**src/core/flarc_pkg.sv**
```systemverilog
package flarc_pkg;

  // Register offsets on the host register port, and the register reset value
  localparam logic [7:0] FLARC_REG_FAULT_REC = 8'h90;
  localparam logic [7:0] FLARC_REG_RESTART = 8'hA2;
  localparam logic [7:0] FLARC_REG_RESET_VAL = 8'h00;

  // fault_record_control fields
  localparam int unsigned FLARC_FR_ARM_BIT = 7;
  localparam int unsigned FLARC_FR_PERMIT_BIT = 6;
  localparam int unsigned FLARC_FR_BEGUN_BIT = 5;
  localparam int unsigned FLARC_FR_FINISHED_BIT = 4;
  localparam int unsigned FLARC_FR_IRQ_EN_BIT = 3;

  // restart_control fields
  localparam int unsigned FLARC_RS_EN_BIT = 7;
  localparam int unsigned FLARC_RS_SEL_MSB = 6;
  localparam int unsigned FLARC_RS_SEL_LSB = 4;
  localparam int unsigned FLARC_RS_ACTIVE_BIT = 1;
  localparam int unsigned FLARC_RS_WP_BIT = 0;
  localparam logic [2:0] FLARC_RS_SEL_RESET = 3'h0;

  // Recorded bytes and their storage addresses, in write order
  localparam int unsigned FLARC_LOG_BYTES = 12;
  localparam int unsigned FLARC_ALARM_BYTES = 5;
  localparam logic [7:0] FLARC_EE_ADDR [FLARC_LOG_BYTES] = '{
    8'hA4, 8'hA5, 8'hA6, 8'hA7, 8'hA8, 8'hA9,
    8'hE1, 8'hE2, 8'hE3, 8'hE4, 8'hE5, 8'hE6};

  // Restart delay per selection, in milliseconds
  localparam int unsigned FLARC_RESTART_DELAY_TIME_MS [8] = '{
    512, 1020, 2050, 4100, 8190, 16400, 32800, 65500};
  localparam int unsigned FLARC_CLK_HZ = 40_000_000;
  localparam int unsigned FLARC_CYC_PER_MS = FLARC_CLK_HZ / 1000;

  typedef enum logic [1:0] {
    FLARC_LOG_IDLE,
    FLARC_LOG_LOAD,
    FLARC_LOG_WRITE
  } flarc_log_state_type;

endpackage : flarc_pkg

```
**src/core/flarc_top.sv**
```systemverilog
module flarc_top
  import flarc_pkg::*;
#(
  parameter int unsigned CYC_PER_MS = FLARC_CYC_PER_MS
) (
  input wire logic CORE_CLK_I,
  input wire logic RESETN_I,
  input wire logic [7:0] REG_ADDR_I,
  input wire logic [7:0] REG_WDATA_I,
  input wire logic REG_WR_I,
  input wire logic REG_RD_I,
  output logic [7:0] REG_RDATA_O,
  output logic REG_RVALID_O,
  input wire logic FAULT_EVENT_I,
  input wire logic [7:0] FAULT_BYTE_I,
  input wire logic [39:0] ALARM_LOG_I,
  input wire logic [7:0] SENSE_BYTE_I,
  input wire logic [7:0] SENSE_MIN_BYTE_I,
  input wire logic [7:0] SENSE_MAX_BYTE_I,
  input wire logic [7:0] SUPPLY_SAMPLE_BYTE_I,
  input wire logic [7:0] SUPPLY_MIN_BYTE_I,
  input wire logic [7:0] SUPPLY_MAX_BYTE_I,
  output logic EE_WR_REQ_O,
  output logic [7:0] EE_ADDR_O,
  output logic [7:0] EE_DATA_O,
  input wire logic EE_WR_ACK_I,
  output logic LOG_ALERT_O,
  input wire logic RESTART_CMD_I,
  input wire logic COOLING_ACTIVE_I,
  input wire logic LATCHED_OFF_I,
  input wire logic WP_PIN_I,
  output logic RESTART_O
);

  localparam int unsigned IDX_W = $clog2(FLARC_LOG_BYTES);
  localparam logic [IDX_W-1:0] IDX_LAST = IDX_W'(FLARC_LOG_BYTES - 1);

  // Register bits
  logic arm_q;
  logic arm_d;
  logic permit_q;
  logic permit_d;
  logic begun_q;
  logic begun_d;
  logic finished_q;
  logic finished_d;
  logic irq_en_q;
  logic irq_en_d;
  logic rs_en_q;
  logic rs_en_d;
  logic [2:0] rs_sel_q;
  logic [2:0] rs_sel_d;
  logic rearm_q;
  logic rearm_d;
  logic wp_s1_q;
  logic wp_s2_q;

  // Bus side
  logic wr_fr;
  logic wr_rs;
  logic rd_fr;
  logic rd_rs;
  logic [7:0] fr_view;
  logic [7:0] rs_view;
  logic [7:0] rd_mux;
  logic [7:0] rdata_q;
  logic rvalid_q;

  // Log sequencer
  flarc_log_state_type state_q;
  flarc_log_state_type state_d;
  logic [IDX_W-1:0] idx_q;
  logic [IDX_W-1:0] idx_d;
  logic ee_req_q;
  logic ee_req_d;
  logic [7:0] ee_addr_q;
  logic [7:0] ee_addr_d;
  logic [7:0] ee_data_q;
  logic [7:0] ee_data_d;
  logic log_start;
  logic log_finish;
  logic alert_q;
  logic [7:0] snap_in [FLARC_LOG_BYTES];
  logic [7:0] snap_q [FLARC_LOG_BYTES];

  // Restart path
  logic rs_fresh_arm;
  logic rs_launch;
  logic tmr_busy;
  logic tmr_done;
  logic delay_active;
  logic restart_q;

  assign wr_fr = REG_WR_I && (REG_ADDR_I == FLARC_REG_FAULT_REC);
  assign wr_rs = REG_WR_I && (REG_ADDR_I == FLARC_REG_RESTART);
  assign rd_fr = REG_ADDR_I == FLARC_REG_FAULT_REC;
  assign rd_rs = REG_ADDR_I == FLARC_REG_RESTART;

  // Arm and control bits follow host writes only
  assign arm_d = wr_fr ? REG_WDATA_I[FLARC_FR_ARM_BIT] : arm_q;
  assign permit_d = wr_fr ? REG_WDATA_I[FLARC_FR_PERMIT_BIT] : permit_q;
  assign irq_en_d = wr_fr ? REG_WDATA_I[FLARC_FR_IRQ_EN_BIT] : irq_en_q;

  // Begun set by hardware, set beats a host clear
  always_comb begin
    begun_d = begun_q;
    if (log_start) begin
      begun_d = 1'b1;
    end else if (wr_fr && permit_q && !REG_WDATA_I[FLARC_FR_BEGUN_BIT]) begin
      begun_d = 1'b0;
    end
  end

  // Finished set by hardware, host may only clear
  always_comb begin
    finished_d = finished_q;
    if (log_finish) begin
      finished_d = 1'b1;
    end else if (wr_fr && permit_q && !REG_WDATA_I[FLARC_FR_FINISHED_BIT]) begin
      finished_d = 1'b0;
    end
  end

  assign log_start = (state_q == FLARC_LOG_IDLE) && FAULT_EVENT_I && arm_q && !begun_q && !finished_q;

  assign snap_in[0] = FAULT_BYTE_I;
  for (genvar a = 0; a < FLARC_ALARM_BYTES; a++) begin : g_alarm
    assign snap_in[1 + a] = ALARM_LOG_I[8 * a +: 8];
  end
  assign snap_in[6] = SENSE_BYTE_I;
  assign snap_in[7] = SENSE_MIN_BYTE_I;
  assign snap_in[8] = SENSE_MAX_BYTE_I;
  assign snap_in[9] = SUPPLY_SAMPLE_BYTE_I;
  assign snap_in[10] = SUPPLY_MIN_BYTE_I;
  assign snap_in[11] = SUPPLY_MAX_BYTE_I;

  // Snapshot taken at start, so later changes do not tear the record
  for (genvar i = 0; i < FLARC_LOG_BYTES; i++) begin : g_snap
    always_ff @(posedge CORE_CLK_I) begin
      if (!RESETN_I) begin
        snap_q[i] <= 8'h00;
      end else if (log_start) begin
        snap_q[i] <= snap_in[i];
      end
    end
  end

  always_comb begin
    state_d = state_q;
    idx_d = idx_q;
    ee_req_d = ee_req_q;
    ee_addr_d = ee_addr_q;
    ee_data_d = ee_data_q;
    log_finish = 1'b0;
    case (state_q)
      FLARC_LOG_IDLE: begin
        if (log_start) begin
          idx_d = '0;
          state_d = FLARC_LOG_LOAD;
        end
      end
      FLARC_LOG_LOAD: begin
        ee_req_d = 1'b1;
        ee_addr_d = FLARC_EE_ADDR[idx_q];
        ee_data_d = snap_q[idx_q];
        state_d = FLARC_LOG_WRITE;
      end
      FLARC_LOG_WRITE: begin
        if (EE_WR_ACK_I) begin
          ee_req_d = 1'b0;
          if (idx_q == IDX_LAST) begin
            log_finish = 1'b1;
            state_d = FLARC_LOG_IDLE;
          end else begin
            idx_d = idx_q + IDX_W'(1);
            state_d = FLARC_LOG_LOAD;
          end
        end
      end
      default: begin
        ee_req_d = 1'b0;
        state_d = FLARC_LOG_IDLE;
      end
    endcase
  end

  always_ff @(posedge CORE_CLK_I) begin
    if (!RESETN_I) begin
      state_q <= FLARC_LOG_IDLE;
      idx_q <= '0;
      ee_req_q <= 1'b0;
      ee_addr_q <= 8'h00;
      ee_data_q <= 8'h00;
    end else begin
      state_q <= state_d;
      idx_q <= idx_d;
      ee_req_q <= ee_req_d;
      ee_addr_q <= ee_addr_d;
      ee_data_q <= ee_data_d;
    end
  end

  always_ff @(posedge CORE_CLK_I) begin
    if (!RESETN_I) begin
      alert_q <= 1'b0;
    end else begin
      alert_q <= log_finish && irq_en_q;
    end
  end

  assign rs_fresh_arm = wr_rs && REG_WDATA_I[FLARC_RS_EN_BIT] && !rs_en_q;
  assign rs_launch = RESTART_CMD_I && rs_en_q && rearm_q && !tmr_busy;
  assign rearm_d = rs_fresh_arm ? 1'b1 : (rs_launch ? 1'b0 : rearm_q);

  // Enable changes by host write only
  assign rs_en_d = wr_rs ? REG_WDATA_I[FLARC_RS_EN_BIT] : rs_en_q;
  assign rs_sel_d = wr_rs ? REG_WDATA_I[FLARC_RS_SEL_MSB:FLARC_RS_SEL_LSB] : rs_sel_q;

  always_ff @(posedge CORE_CLK_I) begin
    if (!RESETN_I) begin
      arm_q <= FLARC_REG_RESET_VAL[FLARC_FR_ARM_BIT];
      permit_q <= FLARC_REG_RESET_VAL[FLARC_FR_PERMIT_BIT];
      begun_q <= FLARC_REG_RESET_VAL[FLARC_FR_BEGUN_BIT];
      finished_q <= FLARC_REG_RESET_VAL[FLARC_FR_FINISHED_BIT];
      irq_en_q <= FLARC_REG_RESET_VAL[FLARC_FR_IRQ_EN_BIT];
      rs_en_q <= FLARC_REG_RESET_VAL[FLARC_RS_EN_BIT];
      rs_sel_q <= FLARC_RS_SEL_RESET;
      rearm_q <= 1'b0;
    end else begin
      arm_q <= arm_d;
      permit_q <= permit_d;
      begun_q <= begun_d;
      finished_q <= finished_d;
      irq_en_q <= irq_en_d;
      rs_en_q <= rs_en_d;
      rs_sel_q <= rs_sel_d;
      rearm_q <= rearm_d;
    end
  end

  // Selected delay counted from command; dropping the enable aborts it
  flarc_restart_timer #(
    .CYC_PER_MS(CYC_PER_MS)
  ) u_timer (
    .clk_i(CORE_CLK_I),
    .resetn_i(RESETN_I),
    .start_i(rs_launch),
    .abort_i(!rs_en_q),
    .sel_i(rs_sel_q),
    .busy_o(tmr_busy),
    .done_o(tmr_done)
  );

  always_ff @(posedge CORE_CLK_I) begin
    if (!RESETN_I) begin
      restart_q <= 1'b0;
    end else begin
      restart_q <= tmr_done && rs_en_q;
    end
  end

  always_ff @(posedge CORE_CLK_I) begin
    if (!RESETN_I) begin
      wp_s1_q <= 1'b0;
      wp_s2_q <= 1'b0;
    end else begin
      wp_s1_q <= WP_PIN_I;
      wp_s2_q <= wp_s1_q;
    end
  end

  assign delay_active = tmr_busy || COOLING_ACTIVE_I || LATCHED_OFF_I;

  assign fr_view = {arm_q, permit_q, begun_q, finished_q, irq_en_q, 3'h0};
  assign rs_view = {rs_en_q, rs_sel_q, 2'h0, delay_active, wp_s2_q};
  assign rd_mux = rd_fr ? fr_view : (rd_rs ? rs_view : 8'h00);

  always_ff @(posedge CORE_CLK_I) begin
    if (!RESETN_I) begin
      rdata_q <= 8'h00;
      rvalid_q <= 1'b0;
    end else begin
      rvalid_q <= REG_RD_I;
      if (REG_RD_I) begin
        rdata_q <= rd_mux;
      end
    end
  end

  assign REG_RDATA_O = rdata_q;
  assign REG_RVALID_O = rvalid_q;
  assign EE_WR_REQ_O = ee_req_q;
  assign EE_ADDR_O = ee_addr_q;
  assign EE_DATA_O = ee_data_q;
  assign LOG_ALERT_O = alert_q;
  assign RESTART_O = restart_q;

endmodule // flarc_top

```
**src/core/flarc_restart_timer.sv**
```systemverilog
module flarc_restart_timer
  import flarc_pkg::*;
#(
  parameter int unsigned CYC_PER_MS = FLARC_CYC_PER_MS
) (
  input wire logic clk_i,
  input wire logic resetn_i,
  input wire logic start_i,
  input wire logic abort_i,
  input wire logic [2:0] sel_i,
  output logic busy_o,
  output logic done_o
);

  // Longest delay must fit the 32-bit down counter
  if (CYC_PER_MS < 1 || 64'(CYC_PER_MS) * 64'(FLARC_RESTART_DELAY_TIME_MS[7]) > 64'hFFFF_FFFF) begin : g_chk
    $error("flarc_restart_timer: CYC_PER_MS out of range");
  end

  logic [63:0] prod;
  logic [31:0] load_val;
  logic [31:0] cnt_q;
  logic [31:0] cnt_d;
  logic busy_q;
  logic busy_d;
  logic done_q;
  logic done_d;
  logic expire;

  assign prod = 64'(FLARC_RESTART_DELAY_TIME_MS[sel_i]) * 64'(CYC_PER_MS);
  assign load_val = prod[31:0] - 32'h0000_0001;
  assign expire = busy_q && (cnt_q == 32'h0000_0000);

  always_comb begin
    cnt_d = cnt_q;
    busy_d = busy_q;
    done_d = 1'b0;
    if (abort_i) begin
      busy_d = 1'b0;
    end else if (start_i && !busy_q) begin
      cnt_d = load_val;
      busy_d = 1'b1;
    end else if (expire) begin
      busy_d = 1'b0;
      done_d = 1'b1;
    end else if (busy_q) begin
      cnt_d = cnt_q - 32'h0000_0001;
    end
  end

  always_ff @(posedge clk_i) begin
    if (!resetn_i) begin
      cnt_q <= 32'h0000_0000;
      busy_q <= 1'b0;
      done_q <= 1'b0;
    end else begin
      cnt_q <= cnt_d;
      busy_q <= busy_d;
      done_q <= done_d;
    end
  end

  assign busy_o = busy_q;
  assign done_o = done_q;

endmodule // flarc_restart_timer

```
**config.mk**
```make
export PLATFORM = sky130hd
export DESIGN_NAME = flarc_top
export DESIGN_NICKNAME = d
export VERILOG_FILES = /design/src/core/flarc_pkg.sv /design/src/core/flarc_top.sv /design/src/core/flarc_restart_timer.sv
export SDC_FILE = /design/constraint.sdc
export NUM_CORES = 1
export LEC_CHECK = 0
export BUFFER_PORTS_ARGS = -buffer_cell sky130_fd_sc_hd__buf_2
export CORE_ASPECT_RATIO = 1.5
export CORE_UTILIZATION = 59
export DETAILED_ROUTE_END_ITERATION = 8
export PLACE_DENSITY = 0.82
export SYNTH_ARGS = -nofsm -noshare
export SYNTH_HDL_FRONTEND = slang
export SYNTH_SLANG_ARGS = --single-unit
export TNS_END_PERCENT = 1
```
**constraint.sdc**
```tcl
create_clock -name CORE_CLK_I -period 7.2 [get_ports CORE_CLK_I]
set_clock_uncertainty 0.05 [all_clocks]
set_input_delay 0.36 -clock CORE_CLK_I [delete_from_list [all_inputs] [get_ports CORE_CLK_I]]
set_output_delay 0.36 -clock CORE_CLK_I [all_outputs]
set_load 0.05 [all_outputs]
```
==> results of run 1 <==
[report_power, final]
group          leakage [nW]  switching (W)  internal, W
clock network         0.302       0.000436     0.000503
registers              1.61     0.00000622      0.00106
logic                  3.79      0.0000523    0.0000373
total                  5.70       0.000495      0.00160
[cells by family (layout without fill, tap and decap cells)]
logic type | Yosys count | after routing | share of synthesized area [%]
AND/OR/NAND/NOR | 365 | 365 | 18.0
AO/OA/AOI/OAI | 219 | 219 | 13.3
flip-flops | 173 | 173 | 40.4
buffers and inverters | 143 | 259 | 5.60
adder cells (fa/ha/maj) | 104 | 104 | 13.2
multiplexers | 42 | 42 | 6.67
XOR/XNOR | 35 | 35 | 2.80
other | 1 | 2 | 0.0342
[routing by layer]
layer	share of wire, %	vias up
met3	4.8	64
met4	3.5	0
met1	38	4011
met2	53	271
met5	0	-
li1	-	4124
[through the flow]
step | instances | total power [W] | util [%]
2_1_floorplan | 1083 | 0.00113 | -
3_3_place_gp | 1384 | 0.00117 | 65.0
3_5_place_dp | 1384 | 0.00118 | 65.0
4_1_cts | 1416 | 0.00211 | 68.4
5_1_grt | 1416 | 0.00215 | 68.4
6_report | 1416 | 0.00209 | 68.4
[final timing paths]
kind,start,endpoint,slack [ns],cells past startpoint
min,WP_PIN_I,wp_s1_q,0.09,2
min reg2reg,wp_s1_q,wp_s2_q,0.39,1
max,rs_sel_q[0],u_timer.cnt_q[28],0.93,24
max reg2reg,rs_sel_q[0],u_timer.cnt_q[28],0.93,24
[synthesized netlist by cell type, types with 18 or more instances]
cell      count
xnor2_1      23
clkbuf_1     56
nand2_1      89
dfxtp_1      77
ha_1         85
a21oi_1      78
mux4_2       24
nor2_1       65
and3_1       99
edfxtp_1     96
nor3_1       18
inv_1        68
fa_1         19
o21ai_0      46
[cells in the final DEF, fill, tap and decap left out, types with 5 or more instances in the layout]
| cell | n |
|---|---|
| mux4_2 | 24 |
| and2_1 | 8 |
| nor3_1 | 18 |
| ha_1 | 85 |
| xor2_1 | 12 |
| o21ai_0 | 46 |
| dfxtp_1 | 76 |
| o21ai_1 | 5 |
| o22ai_1 | 8 |
| edfxtp_1 | 96 |
| and3_1 | 99 |
| nor4_1 | 8 |
| or3_1 | 10 |
| nand3_1 | 9 |
| buf_4 | 14 |
| a211oi_1 | 9 |
| a21o_1 | 12 |
| buf_2 | 144 |
| mux2i_1 | 15 |
| nor2_1 | 65 |
| a22oi_1 | 7 |
| o211ai_1 | 6 |
| nor2b_1 | 5 |
| clkbuf_16 | 17 |
| a21oi_1 | 78 |
| inv_1 | 68 |
| nand2_1 | 88 |
| xnor2_1 | 23 |
| nand2b_1 | 15 |
| fa_1 | 19 |
[layout make-up]
cell class,count,area (um^2),area share [%]
clock inverter,15,194,1.57
sequential,173,4430,35.9
clock buffer,17,425,3.45
timing repair buffer,158,826,6.70
tap,217,272,2.20
multi-input combinational,767,5930,48.1
inverter,69,259,2.10
[registers in the layout, indices dropped and copies added (netlist names), 2 cells and up]
register / count
EE_ADDR_O: 6
EE_DATA_O: 8
REG_RDATA_O: 7
idx_q: 4
rs_sel_q: 3
snap_q: 96
state_q: 2
u_timer.cnt_q: 32
==> metrics, run 1 <==
clock-pin slew on the worst setup and hold paths 0.08 ns; drt wl/cell 17.3 um; hpwl dp 17400 um; worst vdd ir 0.148 mV; die width 113 um; Setup TNS Final 0 ns; delay-heaviest family, CP adder cells; GR met1 Demand/Resource 30.0%; CP peak stage delay 0.54 ns; Crit Path Class flip-flop to flip-flop; fin crit share 87.1%; pre-CTS setup slack 1.01 ns; Distinct cells, synth 88; drt first pass iters 6; layout cells sized above 1 21.5%; Port Buffers 144; Synth top area share 26.3%; crit-path cells inv_1 > ha_1 > nand2b_1 > inv_1 > a21o_1 > inv_1 > fa_1 > inv_1 > ha_1 > inv_1 > fa_1 > inv_1 > ha_1 > ha_1 > ha_1 > and3_1 > a221o_1 > a21oi_1 > o31ai_1 > xnor2_1 > nand2_1 > nor4_4 > a21boi_1 > a221oi_2; Die ar. 19100 um^2; Die Ht 169 um; shortest period the worst path allows 6.27 ns; worst-path fanout max 8; DRC 0; initial antenna violation count 0; core area 18000 um^2; Max Cap Viol 0; io pins 150; startpoint types flip-flop; H-tree Lvls 4; initial core utilization 60.8%; Sink Count 173; GRT Overall Usage 26.8%; Clock Tree Buf Depth 2; clock root buffer clkbuf_16; clk_lat worst skew 0.43 ns; GRT overflow 0; CTS tree built; CTS buffer count 17; final setup fails 0; Avg Inst Size Synth 10.1 um^2; Post-Syn Instances 1082; post-CTS sizing 0; final hold slack 0.0909 ns; Post-Layout Inst Area 12300 um^2; buffers inserted by post-CTS timing repair 0; max frequency 159 MHz; drt total wl 24500 um; Vias/cell 5.98; WP buf/inv 6; slowest cell on the critical path fa_1; Pwr Density 170 nW/um^2; ys async rst share 0%; CTS Hold Bufs 0; Synth Flop Type edfxtp_1; status complete, no violations; cell area after synthesis 11000 um^2; GPL Wtd Cong 0.880; Yosys top cell by area edfxtp_1; post-synthesis register bit count 173; largest cells by area after synthesis edfxtp_1 26%, dfxtp_1 14%, ha_1 9.7%; Seq/Total Area, Yosys 40.4%; met3 usage 3.44%; Synthesis Warnings 0; DR vias 8470; unrepaired setup endpoints after global routing no; First DRT Iteration DRCs 474; post-route ant nets 0; Setup WS post-layout 0.930 ns; Static Leak 5.70 nW; Crit. End Element flip-flop; Worst slew margin 21.6%; WP data arrival 6.55 ns; EDFF count, synth 96; gr busiest metal met2; vias in the first global route 8593; n_diodes 0; NumNets Final 1412; largest net degree at the start of global routing 99; Hold Fails Final Rpt 0; actual slew at the worst max-slew pin 1.18 ns; DP Area 11700 um^2; Rows 60; CP required 7.48 ns; fillers 1373; first-pass GRT wire length 40600 um; CP most frequent cell inv_1; M2 GR Usage 49.8%; type of the tightest min-delay check input pin to flip-flop; Area growth syn-to-layout 12.6%; max-slew violations 0
Note: power is estimated with default switching activity, not from simulation.
==> run 2, diff against run 1 <==
Settings changed: CORE_MARGIN set to 2, PLACE_DENSITY 0.82 to 0.86.
==> run 2 against run 1 <==
Effect of this change:
- sequential share of layout area hardly changed
- routed wire length decreased by 2.0%
- worst hold slack better by 0.0081 ns
- sequential power about the same
- register-to-register slack lost 0.04 ns
- worst setup slack worse by 0.036 ns
- critical endpoint unchanged
- largest power group unchanged
==> metrics, run 2 (same netlist as run 1, synthesis figures left out) <==
worst-path fanout max 8; core area 18400 um^2; Static Leak 5.67 nW; fillers 1372; Sw Ratio 21.2%; status complete, no violations; H-tree Lvls 4; clock-pin slew on the worst setup and hold paths 0.07 ns; Sink Count 173; final hold slack 0.0990 ns; startpoint types flip-flop; CP most frequent cell inv_1; CTS Hold Bufs 0; Layout Cells excl Fill 1450; Worst slew margin 20.6%; initial core utilization 59.5%; Setup TNS Final 0 ns; initial antenna violation count 0; Comb power frac 4.4%; drt wl/cell 16.5 um; type of the tightest min-delay check input pin to flip-flop; clock root buffer clkbuf_16; Port Buffers 144; Pwr Density 166 nW/um^2; layout cells sized above 1 21.3%; Crit. End Element flip-flop; pre-CTS setup slack 0.913 ns; hpwl dp 17400 um; area of the multi-input gates 5930 um^2; CTS buffer count 17; GRT overflow 0; worst vdd ir 0.210 mV; FF/Latch Area 4430 um^2; DRC 0; sw power 0.000433 W; Max Cap Viol 0; DR vias 8328; Setup WS post-layout 0.894 ns; sequential share of power 52.2%; shortest period the worst path allows 6.31 ns; io pins 150; max reg flops 96; CP required 7.48 ns; most frequent cells in the layout 144 x buf_2, 99 x and3_1, 96 x edfxtp_1; clk_lat worst skew 0.42 ns; vias in the first global route 8318; Die ar. 19700 um^2; crit-path cells inv_1 > ha_1 > nand2b_1 > inv_1 > a21o_1 > inv_1 > fa_1 > inv_1 > ha_1 > inv_1 > fa_1 > inv_1 > ha_1 > ha_1 > ha_1 > and3_1 > a221o_1 > a21oi_1 > o31ai_1 > xnor2_1 > nand2_1 > nor4_4 > a21boi_1 > a221oi_2; Clock power frac 43.5%; slowest cell on the critical path fa_1; max frequency 159 MHz; First DRT Iteration DRCs 364; most common cell after layout, fill and taps aside buf_2; largest net degree at the start of global routing 99; GPL Wtd Cong 0.967; worst reg2reg setup slack 0.89 ns; die width 115 um; placed instance count 1418; fin crit share 87.6%; post-route ant nets 0; Hold Fails Final Rpt 0; post-CTS sizing 0; drt total wl 24000 um; Clock Tree Buf Depth 2; Pint 0.00161 W; Rows 61; Overall Power 0.00204 W; WP data arrival 6.59 ns; NumNets Final 1411; Die Ht 171 um; buffers inserted by post-CTS timing repair 0; Biggest register snap_q; n_diodes 0; actual slew at the worst max-slew pin 1.19 ns; drt first pass iters 5; unrepaired setup endpoints after global routing no; Vias/cell 5.74; max-slew violations 0; GRT Overall Usage 25.3%; CP peak stage delay 0.54 ns; Crit Path Class flip-flop to flip-flop; first-pass GRT wire length 39500 um; CTS tree built; final setup fails 0; Area growth syn-to-layout 12.5%
run 2: metrics by stage:
step	util [%]	area, um^2
2_1_floorplan	-	11000
3_3_place_gp	63.9	11700
3_5_place_dp	63.9	11700
4_1_cts	67.0	12300
5_1_grt	67.0	12300
6_report	67.0	12300
run 2: power groups by stage:
stage                     Combinational, W  Sequential [W]  Clock, W
after floorplan                  0.0000410         0.00109         0
after global placement           0.0000874         0.00109         0
after detailed placement         0.0000892         0.00109         0
after CTS                        0.0000897         0.00107  0.000903
after global routing             0.0000973         0.00107  0.000945
final                            0.0000894         0.00107  0.000888
run 2: layout make-up:
class | count | area share, %
multi-input combinational | 767 | 48.1
inverter | 69 | 2.10
timing repair buffer | 157 | 6.64
tap | 252 | 2.56
clock inverter | 13 | 1.16
clock buffer | 19 | 3.51
sequential | 173 | 35.9
run 2: path summary, 6_finish.rpt:
path / startpoint / endpoint / depth (start not counted)
worst max-delay path: rs_sel_q[0] / u_timer.cnt_q[28] / 24
worst min-delay path: WP_PIN_I / wp_s1_q / 2
worst max register to register: rs_sel_q[0] / u_timer.cnt_q[28] / 24
worst min register to register: wp_s1_q / wp_s2_q / 1
run 2: per-layer routing:
layer | track usage (%) | vias up | wire [um] | part of all wire [%]
met5 | 0 | - | 0 | 0
met4 | 11.8 | 0 | 878 | 3.7
met3 | 4.07 | 48 | 992 | 4.1
met2 | 46.6 | 243 | 13000 | 54
met1 | 28.2 | 3922 | 9090 | 38
li1 | - | 4115 | - | -
run 2: critical path: cells and delay by family, from the launching register on:
kind            cells  cell delay, ns
fa+ha+maj           7            2.67
compound gates      6            1.22
xor+xnor            1            0.27
flops               1            0.37
simple gates        4            1.03
buf+inv             6            0.60
==> run 3, diff against run 2 <==
--- a/config.mk
+++ b/config.mk
@@ -7,7 +7,8 @@
 export LEC_CHECK = 0
 export BUFFER_PORTS_ARGS = -buffer_cell sky130_fd_sc_hd__buf_2
-export CORE_ASPECT_RATIO = 1.5
+export CORE_ASPECT_RATIO = 0.8
 export CORE_MARGIN = 2
 export CORE_UTILIZATION = 59
+export CTS_BUF_LIST = sky130_fd_sc_hd__clkbuf_16
 export DETAILED_ROUTE_END_ITERATION = 8
 export PLACE_DENSITY = 0.86
==> constraint.sdc (replaced) <==
create_clock -name CORE_CLK_I -period 7.2 [get_ports CORE_CLK_I]
set_clock_uncertainty 0.05 [all_clocks]
set_input_delay 1.08 -clock CORE_CLK_I [delete_from_list [all_inputs] [get_ports CORE_CLK_I]]
set_output_delay 1.08 -clock CORE_CLK_I [all_outputs]
set_load 0.05 [all_outputs]
==> run 3 against run 2 <==
Effect of this change:
- cell area about the same
- worst hold slack improved by 0.29 ns
- largest power group unchanged
- die area about the same
- largest cell class unchanged
- first-iteration DRC count increased by 120%
- maximum frequency decreased by 5.5%
- clock power increased by 6.9%
- non-clock buffer count decreased by 3
==> metrics, run 3 (same netlist as run 1, synthesis figures left out) <==
GPL Wtd Cong 0.871; fin crit share 92.7%; clk_lat worst skew 0.43 ns; CP most frequent cell inv_1; initial antenna violation count 1; hpwl dp 18200 um; Biggest register snap_q; post-CTS sizing 0; max frequency 150 MHz; WP data arrival 6.95 ns; Setup TNS Final 0 ns; layout cells sized above 1 21.3%; clock root buffer clkbuf_16; drt wl/cell 18.2 um; largest net degree at the start of global routing 120; delay-heaviest family, CP adder cells; Max Cap Viol 0; most frequent cells in the layout 144 x buf_2, 99 x and3_1, 96 x edfxtp_1; drt total wl 25900 um; drt first pass iters 5; Layout Utilization 67.8%; Clock Tree Buf Depth 2; Pwr Density 171 nW/um^2; Critical Path End u_timer.cnt_q[28]; actual slew at the worst max-slew pin 1.21 ns; worst vdd ir 0.161 mV; Critical Path Start rs_sel_q[0]; Worst slew margin 19.6%; initial core utilization 60.3%; fillers 1295; R2R Path Start rs_sel_q[0]; type of the tightest min-delay check flip-flop to flip-flop; Overall Power 0.00211 W; slowest cell on the critical path dfxtp_1; GRT Overall Usage 26.7%; startpoint types flip-flop; post-route ant nets 0; CTS tree built; Crit Path Class flip-flop to flip-flop; max reg flops 96; H-tree Lvls 4; Vias/cell 6.09; io pins 150; crit-path cells inv_1 > ha_1 > nand2b_1 > inv_1 > a21o_1 > inv_1 > fa_1 > inv_1 > ha_1 > inv_1 > fa_1 > inv_1 > ha_1 > ha_1 > ha_1 > and3_1 > a221o_1 > a21oi_1 > o31ai_1 > xnor2_1 > nand2_1 > nor4_4 > a21boi_1 > a221oi_2; buffers inserted by post-CTS timing repair 0; most common cell after layout, fill and taps aside buf_2; Sink Count 173; Area growth syn-to-layout 12.5%; status complete, no violations; unrepaired setup endpoints after global routing no; DRC 0; clock-pin slew on the worst setup and hold paths 0.07 ns; Hold Fails Final Rpt 0; Die ar. 19700 um^2; shortest period the worst path allows 6.67 ns; FF-to-FF path depth 24; die width 156 um; CTS Hold Bufs 0; vias in the first global route 8269; CP peak stage delay 0.61 ns; worst-path fanout max 14; WP buf/inv 6; n_diodes 0; CTS buffer count 17; Crit. End Element flip-flop; First DRT Iteration DRCs 805; Port Buffers 144; GRT overflow 0; max-slew violations 0; Rows 44; first-pass GRT wire length 41800 um; critical path depth 24; worst reg2reg setup slack 0.53 ns; DR vias 8683; Static Leak 5.69 nW; final setup fails 0; core area 18200 um^2; Die Ht 126 um; NumNets Final 1408; CP required 7.47 ns; R2R Path End u_timer.cnt_q[28]
## run 3: changes by cell type in the layout (fill, tap and decap cells not counted)
cell,before,now
clkinv_2,3,1
inv_8,1,6
clkinv_8,0,4
bufinv_16,2,1
clkinvlp_4,4,0
clkbuf_1,2,0
buf_4,13,10
## run 3: report_power, final
group | total (W) | internal (W) | leakage, nW | switching (W)
clock network | 0.000949 | 0.000504 | 0.304 | 0.000446
logic | 0.0000932 | 0.0000376 | 3.77 | 0.0000556
registers | 0.00107 | 0.00106 | 1.61 | 0.00000631
## run 3: how the worst min path moves through the flow
stage | startpoint | endpoint | slack [ns] | cells past startpoint
floorplan | wp_s1_q | wp_s2_q | 0.36 | 1
global placement | wp_s1_q | wp_s2_q | 0.37 | 1
detailed placement | wp_s1_q | wp_s2_q | 0.38 | 1
CTS | wp_s1_q | wp_s2_q | 0.39 | 1
global route | wp_s1_q | wp_s2_q | 0.41 | 1
finish | wp_s1_q | wp_s2_q | 0.39 | 1
## run 3: per-stage QoR
stage | area, um^2 | cells | hold slack [ns] | worst slack [ns]
final | 12300 | 1425 | 0.391 | 0.528
after global routing | 12300 | 1425 | 0.406 | 0.0999
after CTS | 12300 | 1425 | 0.393 | 0.554
after detailed placement | 11700 | 1393 | 0.376 | 0.594
after floorplan | 11000 | 1083 | 0.362 | 0.910
after global placement | 11700 | 1393 | 0.366 | 0.748
## run 3: per-layer routing
| metal | GRT usage, % | share of wire (%) | vias to the layer above | wire length, um |
|---|---|---|---|---|
| li1 | - | - | 4116 | - |
| met1 | 37.6 | 44 | 4132 | 11400 |
| met2 | 43.0 | 47 | 397 | 12200 |
| met3 | 4.58 | 7.4 | 36 | 1910 |
| met4 | 7.39 | 1.5 | 2 | 385 |
| met5 | 0 | 0.042 | - | 11 |
## run 3: area by class of cell
cell class	instances	area [um^2]	share of cell area [%]
multi-input cells	767	5930	48.1
flip-flops and latches	173	4430	35.9
repair buffers	154	796	6.46
clock buffers	17	425	3.45
well taps	230	288	2.34
inverters	69	259	2.10
clock inverters	15	194	1.57
## run 3: worst reg2reg max path: cells and delay by family (launching register included)
family / cells / cell delay (ns)
buf+inv: 6 / 0.65
compound gates: 6 / 1.26
fa+ha+maj: 7 / 2.71
flops: 1 / 0.61
simple gates: 4 / 0.99
xor+xnor: 1 / 0.30
